### src/logic/can_irq_pkg.sv
// shared constants, field layouts and carrier types of the can interrupt enable logic
`default_nettype none
package can_irq_pkg;

  // --------------------------------------------------------------
  // bus geometry
  // --------------------------------------------------------------
  localparam int ADDR_W = 8;
  localparam int DATA_W = 32;

  // --------------------------------------------------------------
  // register byte offsets
  // --------------------------------------------------------------
  localparam logic [7:0] OFF_STATUS = 8'h04;  // sticky summary, wake-up, sleep flags
  localparam logic [7:0] OFF_FIFO0 = 8'h0c;   // receive fifo 0 state
  localparam logic [7:0] OFF_FIFO1 = 8'h10;   // receive fifo 1 state
  localparam logic [7:0] OFF_ENABLE = 8'h14;  // interrupt enable
  localparam logic [7:0] OFF_ERROR = 8'h18;   // error state, read only

  // --------------------------------------------------------------
  // interrupt enable register layout
  // --------------------------------------------------------------
  localparam int EN_TX = 0;
  localparam int EN_F0_PEND = 1;
  localparam int EN_F0_FULL = 2;
  localparam int EN_F0_OVR = 3;
  localparam int EN_F1_PEND = 4;
  localparam int EN_F1_FULL = 5;
  localparam int EN_F1_OVR = 6;
  localparam int EN_WARN = 8;
  localparam int EN_PASSIVE = 9;
  localparam int EN_BUS_OFF = 10;
  localparam int EN_LAST_ERR = 11;
  localparam int EN_ERR_MASTER = 15;
  localparam int EN_WAKEUP = 16;
  localparam int EN_SLEEP = 17;
  localparam logic [31:0] ENABLE_RESET = 32'h0000_0000;
  localparam logic [31:0] ENABLE_MASK = 32'h0003_8f7f;  // writable bits only

  // --------------------------------------------------------------
  // status, fifo and error register layouts
  // --------------------------------------------------------------
  localparam int ST_ERR_SUMMARY = 0;
  localparam int ST_WAKEUP = 1;
  localparam int ST_SLEEP = 2;
  localparam int FIFO_CNT_LSB = 0;
  localparam int FIFO_FULL = 3;
  localparam int FIFO_OVR = 4;
  localparam int FIFO_REL = 5;
  localparam int ERR_WARN = 0;
  localparam int ERR_PASSIVE = 1;
  localparam int ERR_BUS_OFF = 2;
  localparam int ERR_LEC_LSB = 4;
  localparam int ERR_TXC_LSB = 16;
  localparam int ERR_RXC_LSB = 24;

  // --------------------------------------------------------------
  // limits and answers
  // --------------------------------------------------------------
  localparam logic [1:0] FIFO_DEPTH = 2'h3;        // messages held when full
  localparam logic [8:0] WARN_LIMIT = 9'h060;      // 96, warning at or above
  localparam logic [8:0] PASSIVE_LIMIT = 9'h07f;   // 127, passive at or above
  localparam logic [8:0] BUS_OFF_LIMIT = 9'h0ff;   // 255, bus-off strictly above
  localparam logic [1:0] RESP_OKAY = 2'h0;
  localparam logic [1:0] RESP_DECODE_ERR = 2'h3;

  // bus slave states, one-hot
  typedef enum logic [1:0] {
    BUS_IDLE = 2'b01,
    BUS_ANSWER = 2'b10
  } bus_state_t;

  // flags and counters arriving from the protocol engine
  typedef struct packed {
    logic [2:0] mailbox_request_done;  // level per transmit mailbox
    logic fifo0_msg_in;                // pulse, message stored in fifo 0
    logic fifo1_msg_in;                // pulse, message stored in fifo 1
    logic [8:0] tx_err_count;
    logic [7:0] rx_err_count;
    logic [2:0] last_error_code;
    logic last_error_set;              // pulse, new code recorded
    logic wakeup_event;                // pulse
    logic sleep_event;                 // pulse
  } engine_in_t;

  // state of one receive fifo
  typedef struct packed {
    logic [1:0] count;
    logic full;
    logic overrun;
  } fifo_state_t;

  // interrupt request levels
  typedef struct packed {
    logic tx;
    logic fifo0_pending;
    logic fifo0_full;
    logic fifo0_overrun;
    logic fifo1_pending;
    logic fifo1_full;
    logic fifo1_overrun;
    logic error;
    logic wakeup;
    logic sleep;
  } irq_req_t;

endpackage
`default_nettype wire

### src/logic/sticky_flag.sv
// sticky flag set by hardware and cleared by software, set winning
`timescale 1ns/10ps
`default_nettype none
module sticky_flag (
  // clock and reset
  input wire logic clk,
  input wire logic resetn,
  // hardware event and software clear
  input wire logic set,
  input wire logic clear,
  // held flag
  output logic flag
);

  // a set in the clearing cycle survives
  always_ff @(posedge clk) begin
    if (!resetn) begin
      flag <= 1'h0;
    end else if (set) begin
      flag <= 1'h1;
    end else if (clear) begin
      flag <= 1'h0;
    end
  end

endmodule // sticky_flag
`default_nettype wire

### src/logic/fifo_msg_status.sv
// message count, full and overrun flags of one receive fifo
`timescale 1ns/10ps
`default_nettype none
module fifo_msg_status (
  // clock and reset
  input wire logic clk,
  input wire logic resetn,
  // engine and software events
  input wire logic msg_in,
  input wire logic release_req,
  input wire logic clear_full,
  input wire logic clear_overrun,
  // fifo view
  output can_irq_pkg::fifo_state_t state
);

  logic [1:0] count;       // messages held
  logic [1:0] next_count;  // count after this cycle
  logic full_flag;
  logic overrun_flag;

  // a message is stored only while room remains
  wire accept = msg_in && (count != can_irq_pkg::FIFO_DEPTH);
  wire drop = release_req && (count != 2'h0);
  wire reach_full = accept && !drop && (count == can_irq_pkg::FIFO_DEPTH - 2'h1);
  // a message arriving when full is lost and flagged
  wire lost = msg_in && (count == can_irq_pkg::FIFO_DEPTH);

  // up by one per message, down by one per release
  always_comb begin
    next_count = count;
    if (accept && !drop) begin
      next_count = count + 2'h1;
    end else if (drop && !accept) begin
      next_count = count - 2'h1;
    end
  end

  // count register
  always_ff @(posedge clk) begin
    if (!resetn) begin
      count <= 2'h0;
    end else begin
      count <= next_count;
    end
  end

  // full flag, write one clears
  sticky_flag full_i (
    .clk(clk),
    .resetn(resetn),
    .set(reach_full),
    .clear(clear_full),
    .flag(full_flag)
  );

  // overrun flag, write one clears
  sticky_flag overrun_i (
    .clk(clk),
    .resetn(resetn),
    .set(lost),
    .clear(clear_overrun),
    .flag(overrun_flag)
  );

  assign state.count = count;
  assign state.full = full_flag;
  assign state.overrun = overrun_flag;

endmodule // fifo_msg_status
`default_nettype wire

### src/logic/can_irq_enable_logic.sv
// interrupt enable and request logic of a can controller with an avalon-mm register slave
//
// Functional notes
// - transmit request on mailbox done when enabled
// - fifo 0 pending request when count nonzero
// - fifo 0 full request when flag enabled
// - fifo 0 overrun request when flag enabled
// - fifo 1 pending request when count nonzero
// - fifo 1 full request when flag enabled
// - fifo 1 overrun request when flag enabled
// - warning rise sets summary flag if enabled
// - passive rise sets summary flag if enabled
// - bus-off rise sets summary flag if enabled
// - new last error code sets summary flag if enabled
// - error request needs summary flag and master
// - wake-up request when pending and enabled
// - sleep request when entered and enabled
// - enable register at 0x14 resets zero
// - fifo count up per message, down per release
// - full at three, overrun beyond, write-one clears
// - warning when either error counter reaches 96
`timescale 1ns/10ps
`default_nettype none
module can_irq_enable_logic (
  // clock and reset
  input wire logic clk,
  input wire logic resetn,
  // avalon-mm register slave
  input wire logic [7:0] address,
  input wire logic read,
  input wire logic write,
  input wire logic [31:0] writedata,
  input wire logic [3:0] byteenable,
  output logic [31:0] readdata,
  output logic [1:0] response,
  output logic waitrequest,
  // protocol engine flags and counters
  input wire can_irq_pkg::engine_in_t engine,
  // output mailbox release towards the engine
  output logic fifo0_release,
  output logic fifo1_release,
  // interrupt request levels
  output can_irq_pkg::irq_req_t irq
);

  // --------------------------------------------------------------
  // storage
  // --------------------------------------------------------------
  can_irq_pkg::bus_state_t bus_state;       // slave handshake state
  can_irq_pkg::bus_state_t next_bus_state;
  logic [31:0] enable;                      // interrupt enable register
  logic warn_prev;                          // error levels one cycle ago
  logic passive_prev;
  logic bus_off_prev;
  logic err_summary;                        // sticky summary error flag
  logic wakeup_flag;                        // sticky wake-up pending
  logic sleep_flag;                         // sticky sleep entered
  can_irq_pkg::fifo_state_t fifo0;          // fifo 0 count and flags
  can_irq_pkg::fifo_state_t fifo1;          // fifo 1 count and flags
  can_irq_pkg::irq_req_t next_irq;          // request levels before the flop

  // --------------------------------------------------------------
  // address decode
  // --------------------------------------------------------------
  // full byte address compare, so misaligned addresses are unmapped
  wire hit_status = (address == can_irq_pkg::OFF_STATUS);
  wire hit_fifo0 = (address == can_irq_pkg::OFF_FIFO0);
  wire hit_fifo1 = (address == can_irq_pkg::OFF_FIFO1);
  wire hit_enable = (address == can_irq_pkg::OFF_ENABLE);
  wire hit_error = (address == can_irq_pkg::OFF_ERROR);
  wire hit_any = hit_status || hit_fifo0 || hit_fifo1 || hit_enable || hit_error;

  // byte lanes widened to a bit mask
  wire [31:0] lane_mask = {{8{byteenable[3]}}, {8{byteenable[2]}}, {8{byteenable[1]}}, {8{byteenable[0]}}};
  wire [31:0] wdata = writedata & lane_mask;

  // --------------------------------------------------------------
  // bus handshake
  // --------------------------------------------------------------
  // one wait state: the request is taken in idle, answered next cycle
  wire bus_req = read || write;
  wire in_idle = (bus_state == can_irq_pkg::BUS_IDLE);
  wire take_req = bus_req && in_idle;
  // a write acts only at the edge where waitrequest is low
  wire wr_commit = write && (bus_state == can_irq_pkg::BUS_ANSWER);

  assign waitrequest = bus_req && in_idle;

  // state advance
  always_comb begin
    next_bus_state = bus_state;
    unique case (bus_state)
      // wait for a request
      can_irq_pkg::BUS_IDLE: begin
        if (take_req) begin
          next_bus_state = can_irq_pkg::BUS_ANSWER;
        end
      end
      // answer cycle, always back to idle
      can_irq_pkg::BUS_ANSWER: begin
        next_bus_state = can_irq_pkg::BUS_IDLE;
      end
      // stray code recovers to idle
      default: begin
        next_bus_state = can_irq_pkg::BUS_IDLE;
      end
    endcase
  end

  // state register
  always_ff @(posedge clk) begin
    if (!resetn) begin
      bus_state <= can_irq_pkg::BUS_IDLE;
    end else begin
      bus_state <= next_bus_state;
    end
  end

  // --------------------------------------------------------------
  // software strobes
  // --------------------------------------------------------------
  wire wr_status = wr_commit && hit_status;
  wire wr_fifo0 = wr_commit && hit_fifo0;
  wire wr_fifo1 = wr_commit && hit_fifo1;
  wire wr_enable = wr_commit && hit_enable;

  // write-one clears of the sticky status flags and write-one fifo releases
  wire clr_summary = wr_status && wdata[can_irq_pkg::ST_ERR_SUMMARY];
  wire clr_wakeup = wr_status && wdata[can_irq_pkg::ST_WAKEUP];
  wire clr_sleep = wr_status && wdata[can_irq_pkg::ST_SLEEP];
  wire clr_f0_full = wr_fifo0 && wdata[can_irq_pkg::FIFO_FULL];
  wire clr_f0_ovr = wr_fifo0 && wdata[can_irq_pkg::FIFO_OVR];
  wire clr_f1_full = wr_fifo1 && wdata[can_irq_pkg::FIFO_FULL];
  wire clr_f1_ovr = wr_fifo1 && wdata[can_irq_pkg::FIFO_OVR];
  wire rel_f0 = wr_fifo0 && wdata[can_irq_pkg::FIFO_REL];
  wire rel_f1 = wr_fifo1 && wdata[can_irq_pkg::FIFO_REL];

  // --------------------------------------------------------------
  // interrupt enable register
  // --------------------------------------------------------------
  // reserved bits never take a write
  wire [31:0] en_wmask = lane_mask & can_irq_pkg::ENABLE_MASK;
  wire [31:0] next_enable = (enable & ~en_wmask) | (wdata & en_wmask);

  always_ff @(posedge clk) begin
    if (!resetn) begin
      enable <= can_irq_pkg::ENABLE_RESET;
    end else if (wr_enable) begin
      enable <= next_enable;
    end
  end

  // --------------------------------------------------------------
  // receive fifo state
  // --------------------------------------------------------------
  // count for fifo 0
  fifo_msg_status fifo0_i (
    .clk(clk),
    .resetn(resetn),
    .msg_in(engine.fifo0_msg_in),
    .release_req(rel_f0),
    .clear_full(clr_f0_full),
    .clear_overrun(clr_f0_ovr),
    .state(fifo0)
  );

  fifo_msg_status fifo1_i (
    .clk(clk),
    .resetn(resetn),
    .msg_in(engine.fifo1_msg_in),
    .release_req(rel_f1),
    .clear_full(clr_f1_full),
    .clear_overrun(clr_f1_ovr),
    .state(fifo1)
  );

  // release pulses tell the engine to step its output mailbox
  always_ff @(posedge clk) begin
    if (!resetn) begin
      fifo0_release <= 1'h0;
      fifo1_release <= 1'h0;
    end else begin
      fifo0_release <= rel_f0;
      fifo1_release <= rel_f1;
    end
  end

  // --------------------------------------------------------------
  // error levels from the counters
  // --------------------------------------------------------------
  wire [8:0] rx_count_wide = {1'h0, engine.rx_err_count};
  // warning at 96 on either counter
  wire warn_now = (engine.tx_err_count >= can_irq_pkg::WARN_LIMIT) ||
                  (rx_count_wide >= can_irq_pkg::WARN_LIMIT);
  wire passive_now = (engine.tx_err_count >= can_irq_pkg::PASSIVE_LIMIT) ||
                     (rx_count_wide >= can_irq_pkg::PASSIVE_LIMIT);
  wire bus_off_now = (engine.tx_err_count > can_irq_pkg::BUS_OFF_LIMIT);

  // previous levels for rise detection
  always_ff @(posedge clk) begin
    if (!resetn) begin
      warn_prev <= 1'h0;
      passive_prev <= 1'h0;
      bus_off_prev <= 1'h0;
    end else begin
      warn_prev <= warn_now;
      passive_prev <= passive_now;
      bus_off_prev <= bus_off_now;
    end
  end

  // a level already high when enabled does not count; only its rise does
  // warning rise, gated
  wire set_by_warn = warn_now && !warn_prev && enable[can_irq_pkg::EN_WARN];
  wire set_by_passive = passive_now && !passive_prev && enable[can_irq_pkg::EN_PASSIVE];
  wire set_by_bus_off = bus_off_now && !bus_off_prev && enable[can_irq_pkg::EN_BUS_OFF];
  wire set_by_lec = engine.last_error_set && enable[can_irq_pkg::EN_LAST_ERR];
  wire set_summary = set_by_warn || set_by_passive || set_by_bus_off || set_by_lec;

  // --------------------------------------------------------------
  // sticky status flags
  // --------------------------------------------------------------
  // summary error flag
  sticky_flag summary_i (
    .clk(clk),
    .resetn(resetn),
    .set(set_summary),
    .clear(clr_summary),
    .flag(err_summary)
  );

  // wake-up pending flag
  sticky_flag wakeup_i (
    .clk(clk),
    .resetn(resetn),
    .set(engine.wakeup_event),
    .clear(clr_wakeup),
    .flag(wakeup_flag)
  );

  // sleep entered flag
  sticky_flag sleep_i (
    .clk(clk),
    .resetn(resetn),
    .set(engine.sleep_event),
    .clear(clr_sleep),
    .flag(sleep_flag)
  );

  // --------------------------------------------------------------
  // request levels
  // --------------------------------------------------------------
  // any finished mailbox
  assign next_irq.tx = (|engine.mailbox_request_done) && enable[can_irq_pkg::EN_TX];
  assign next_irq.fifo0_pending = (fifo0.count != 2'h0) && enable[can_irq_pkg::EN_F0_PEND];
  assign next_irq.fifo0_full = fifo0.full && enable[can_irq_pkg::EN_F0_FULL];
  assign next_irq.fifo0_overrun = fifo0.overrun && enable[can_irq_pkg::EN_F0_OVR];
  assign next_irq.fifo1_pending = (fifo1.count != 2'h0) && enable[can_irq_pkg::EN_F1_PEND];
  assign next_irq.fifo1_full = fifo1.full && enable[can_irq_pkg::EN_F1_FULL];
  assign next_irq.fifo1_overrun = fifo1.overrun && enable[can_irq_pkg::EN_F1_OVR];
  assign next_irq.error = err_summary && enable[can_irq_pkg::EN_ERR_MASTER];
  assign next_irq.wakeup = wakeup_flag && enable[can_irq_pkg::EN_WAKEUP];
  assign next_irq.sleep = sleep_flag && enable[can_irq_pkg::EN_SLEEP];

  // registered levels, one cycle behind their cause
  always_ff @(posedge clk) begin
    if (!resetn) begin
      irq <= '0;
    end else begin
      irq <= next_irq;
    end
  end

  // --------------------------------------------------------------
  // read data
  // --------------------------------------------------------------
  wire [31:0] rd_status = ({31'h0, err_summary} << can_irq_pkg::ST_ERR_SUMMARY) |
                          ({31'h0, wakeup_flag} << can_irq_pkg::ST_WAKEUP) |
                          ({31'h0, sleep_flag} << can_irq_pkg::ST_SLEEP);
  // release bit reads back as zero
  wire [31:0] rd_fifo0 = ({30'h0, fifo0.count} << can_irq_pkg::FIFO_CNT_LSB) |
                         ({31'h0, fifo0.full} << can_irq_pkg::FIFO_FULL) |
                         ({31'h0, fifo0.overrun} << can_irq_pkg::FIFO_OVR);
  wire [31:0] rd_fifo1 = ({30'h0, fifo1.count} << can_irq_pkg::FIFO_CNT_LSB) |
                         ({31'h0, fifo1.full} << can_irq_pkg::FIFO_FULL) |
                         ({31'h0, fifo1.overrun} << can_irq_pkg::FIFO_OVR);
  // reserved enable bits masked to zero
  wire [31:0] rd_enable = enable & can_irq_pkg::ENABLE_MASK;
  // only the low byte of the transmit counter is visible
  wire [31:0] rd_error = ({31'h0, warn_now} << can_irq_pkg::ERR_WARN) |
                         ({31'h0, passive_now} << can_irq_pkg::ERR_PASSIVE) |
                         ({31'h0, bus_off_now} << can_irq_pkg::ERR_BUS_OFF) |
                         ({29'h0, engine.last_error_code} << can_irq_pkg::ERR_LEC_LSB) |
                         ({24'h0, engine.tx_err_count[7:0]} << can_irq_pkg::ERR_TXC_LSB) |
                         ({24'h0, engine.rx_err_count} << can_irq_pkg::ERR_RXC_LSB);

  // unmapped addresses read as zero
  wire [31:0] rd_sel = ({32{hit_status}} & rd_status) |
                       ({32{hit_fifo0}} & rd_fifo0) |
                       ({32{hit_fifo1}} & rd_fifo1) |
                       ({32{hit_enable}} & rd_enable) |
                       ({32{hit_error}} & rd_error);
  wire [1:0] resp_sel = hit_any ? can_irq_pkg::RESP_OKAY : can_irq_pkg::RESP_DECODE_ERR;

  // data captured when taken, standing through the answer cycle
  always_ff @(posedge clk) begin
    if (!resetn) begin
      readdata <= 32'h0;
      response <= can_irq_pkg::RESP_OKAY;
    end else if (take_req) begin
      readdata <= read ? rd_sel : 32'h0;
      response <= resp_sel;
    end
  end

endmodule // can_irq_enable_logic
`default_nettype wire

### config.mk
export PLATFORM = sky130hd
export DESIGN_NAME = can_irq_enable_logic
export DESIGN_NICKNAME = d
export VERILOG_FILES = /design/src/logic/can_irq_pkg.sv /design/src/logic/sticky_flag.sv /design/src/logic/fifo_msg_status.sv /design/src/logic/can_irq_enable_logic.sv
export SDC_FILE = /design/constraint.sdc
export NUM_CORES = 1
export LEC_CHECK = 0
export BUFFER_PORTS_ARGS = -buffer_cell sky130_fd_sc_hd__clkbuf_2
export CAP_MARGIN = 20
export CELL_PAD_IN_SITES_DETAIL_PLACEMENT = 1
export CELL_PAD_IN_SITES_GLOBAL_PLACEMENT = 2
export CORE_MARGIN = 5
export CORE_UTILIZATION = 27
export CTS_BUF_LIST = sky130_fd_sc_hd__clkbuf_16
export DETAILED_ROUTE_END_ITERATION = 10
export PLACE_DENSITY = 0.85
export SLEW_MARGIN = 25
export SYNTH_ARGS = -nofsm -noshare
export SYNTH_HDL_FRONTEND = slang
export SYNTH_SLANG_ARGS = --single-unit
### constraint.sdc
create_clock -name clk -period 2.5 [get_ports clk]
set_input_delay 0.375 -clock clk [delete_from_list [all_inputs] [get_ports clk]]
set_output_delay 0.375 -clock clk [all_outputs]
set_load 0.01 [all_outputs]
==> results by group <==
Status
  • Status: complete, no violations

Floorplanning
  • Core ar.: between 10000 and 15000 um2
  • # IOs: around 120
  • Die ar.: around 13000 um2
  • Die W: between 100 and 150 um
  • Die H: between 100 and 150 um
  • Initial core utilization: 0.274
  • Row cnt: 38

Min path
  • Hold Path Class: input pin to register
  • Beginning of the worst hold path: engine[4]

Clock network
  • H-tree levels: 3
  • Root buffer cell: clkbuf_16
  • Setup bufs post-CTS: 0
  • Post-CTS Resized: 0
  • Hold_buf cts: 0
  • CTS tree: yes
  • Clock Sinks: a little over 70
  • Clock transition at path regs: ~0.060 ns
  • Clock buffer depth: 2
  • Clk_lat worst skew: between 0.3 and 0.4 ns
  • TritonCTS Buffers: 9

GRT
  • Remaining Overflow, GRT: 0
  • First-pass GRT wire length: 15100 um
  • Largest net degree at the start of global routing: 34
  • GRT Overall Usage: 0.147
  • Initial antenna violation count: 0
  • Vias in the first global route: approximately 2.9k

Setup path
  • CP Max Fanout: 7
  • Critical path required time: ~2.8 ns
  • Worst setup EP type: register
  • Worst reg-to-reg setup slack: just over 0.5 ns
  • Critical Path Source Type: input pin
  • Critical path startpoint: address[7]
  • Crit Path Category: input pin to register
  • Critical Path AT: approximately 2.3 ns
  • R2r startpoint: bus_state[1]$_SDFFE_PN0P_

Timing
  • Hold Fails Final Rpt: 0
  • RSZ-0062 raised after global routing: no
  • Post-route minimum period: roughly 2.0 ns
  • Final WS setup: 0.472 ns
  • Worst relative slew slack: 0.652
  • Worst-margin pin slew: a little over 0.5 ns
  • Top achievable clock speed: approximately 500 MHz
  • TNS Setup: 0 ns
  • Post-route clock period utilization: 0.811
  • Clock skew: ~0.009 ns
  • Slew Limit Fails: 0
  • Final setup violation count: 0

Final layout
  • Non-Filler Instances: about 560
  • ANT cells: 0
  • Layout area overhead: 34.0%
  • Cell area after layout: ~4000 um2
  • Nets: between 400 and 500
  • Share of cells above drive strength 1: 0.318

Placed design
  • Post-detail-place hpwl: around 7300 um
  • Setup Slack @ Placement: between 0.2 and 0.25 ns
  • Area after DPL: 3620 um2
  • Routability Congestion: around 0.82
  • Placed Cells: between 500 and 600
  • PortBufs: approximately 100

Routing
  • Wire length per cell: 17.1 um
  • Post-route ant nets: 0
  • Via density per instance: between 4 and 5
  • Drt drc: 0
  • Initial drt markers: about 120
  • DR vias: between 2k and 3k
  • Final wirelength: between 9000 and 10000 um
  • Pre-antenna DRT Iters: 4

Yosys
  • Synth Flop Type: dfxtp_1
  • Post-synthesis register bit count: ~70
  • Post-synth EDFFs: 0
  • Mapped cell area: just under 3000 um2
  • Ys Warns: 0
  • Asr flop ratio synth: 0
  • Cell count after synthesis: roughly 310
  • Syn avg cell area: approximately 9.5 um2
  • Distinct cell type count after synthesis: 51
  • Seq/Total Area, Yosys: 0.478

Power
  • Tot Pwr: roughly 3000 uW
  • Power density cells: between 700 and 800 nW/um2
  • Peak supply drop: 0.350 mV
  • Leak pwr: 0.00179 uW

Run
  • Max-cap check violation count: 0
-- report_power, final --
| part | switching [uW] | internal, uW |
|---|---|---|
| clock | 499 | 1080 |
| sequential | 27.8 | 1150 |
| combinational | 133 | 86.2 |
-- synthesized netlist by cell type, types with 4 or more instances --
| cell type | count | area [um2] |
|---|---|---|
| a21oi_1 | 12 | 60.1 |
| clkbuf_1 | 11 | 41.3 |
| nand3b_1 | 8 | 60.1 |
| nand2_1 | 14 | 52.6 |
| and3_1 | 10 | 62.6 |
| o21a_1 | 6 | 45.0 |
| nor3_1 | 6 | 30.0 |
| nor2_1 | 44 | 165 |
| mux2i_1 | 18 | 180 |
| xor2_1 | 4 | 35.0 |
| dfxtp_1 | 71 | 1420 |
| buf_4 | 6 | 45.0 |
| a21boi_0 | 6 | 45.0 |
| o21ai_0 | 9 | 45.0 |
| a31oi_1 | 4 | 25.0 |
| a22oi_1 | 22 | 165 |
| nand3_1 | 7 | 35.0 |
-- critical path: stages --
cell       delay [ns]
clkbuf_2         0.10
or3_1            0.41
buf_4            0.19
nor2_1           0.14
o2111ai_1        0.19
ha_1             0.36
or3_1            0.39
a21oi_1          0.15
-- cell type report --
class	count	area (um2)
Timing Repair Buffer	112	593
Multi-Input combinational cell	218	1410
Fill cell	1290	6860
Sequential cell	71	1420
Tap cell	140	175
Clock buffer	9	225
Clock inverter	7	143
Inverter	4	15.0
-- per-layer routing --
metal,global-route usage,wire (um)
met5,0,0
met4,0.0462,164
met3,0.0458,628
met2,0.252,4800
met1,0.177,4020
-- path summary, 6_finish.rpt --
kind / end / cells after the start
setup / recovery: fifo0_i.count[1]$_SDFFE_PN0P_ / 8
hold / removal: readdata[5]$_SDFFE_PN0P_ / 3
setup reg to reg: fifo0_i.count[1]$_SDFFE_PN0P_ / 6
hold reg to reg: readdata[2]$_SDFFE_PN0P_ / 2
-- through the flow --
stage,hold WS (ns),util
after CTS,0.254,0.367
final,0.261,0.367
after global routing,0.267,0.367
after global placement,0.465,0.334
after detailed placement,0.464,0.334
after floorplan,0.440,-
-- logic make-up (layout without fill, tap and decap cells) --
| kind of cell | Yosys count | after routing | share of synthesized area |
|---|---|---|---|
| and+or+nand+nor | 112 | 112 | 0.201 |
| AOI/OAI and AO/OA | 78 | 78 | 0.186 |
| DFF | 71 | 71 | 0.478 |
| buffers and inverters | 28 | 132 | 0.0526 |
| muxes | 18 | 18 | 0.0606 |
| xor gates and xnor gates | 4 | 4 | 0.0118 |
| adders and majority gates | 2 | 2 | 0.00841 |
| other | 1 | 4 | 0.00126 |
-- cell usage in the layout (no fill, tap or decap), drive strengths merged, types with 3 or more instances in the layout --
| cell | Yosys | final |
|---|---|---|
| clkbuf | 12 | 108 |
| dfxtp | 71 | 71 |
| nor2 | 44 | 44 |
| a22oi | 23 | 23 |
| mux2i | 18 | 18 |
| nand2 | 14 | 14 |
| buf | 12 | 13 |
| a21oi | 12 | 12 |
| and3 | 10 | 10 |
| o21ai | 10 | 10 |
| nand3b | 8 | 8 |
| nand3 | 7 | 7 |
| a21boi | 6 | 6 |
| nor3 | 6 | 6 |
| o21a | 6 | 6 |
| xor2 | 4 | 4 |
| a31oi | 4 | 4 |
| conb | 1 | 4 |
| bufinv | 0 | 4 |
| inv | 3 | 4 |
| or3 | 3 | 3 |
| and3b | 3 | 3 |
| o211a | 3 | 3 |
| nor4b | 3 | 3 |
| clkinv | 1 | 3 |
Power figures use the tool's default switching activity.
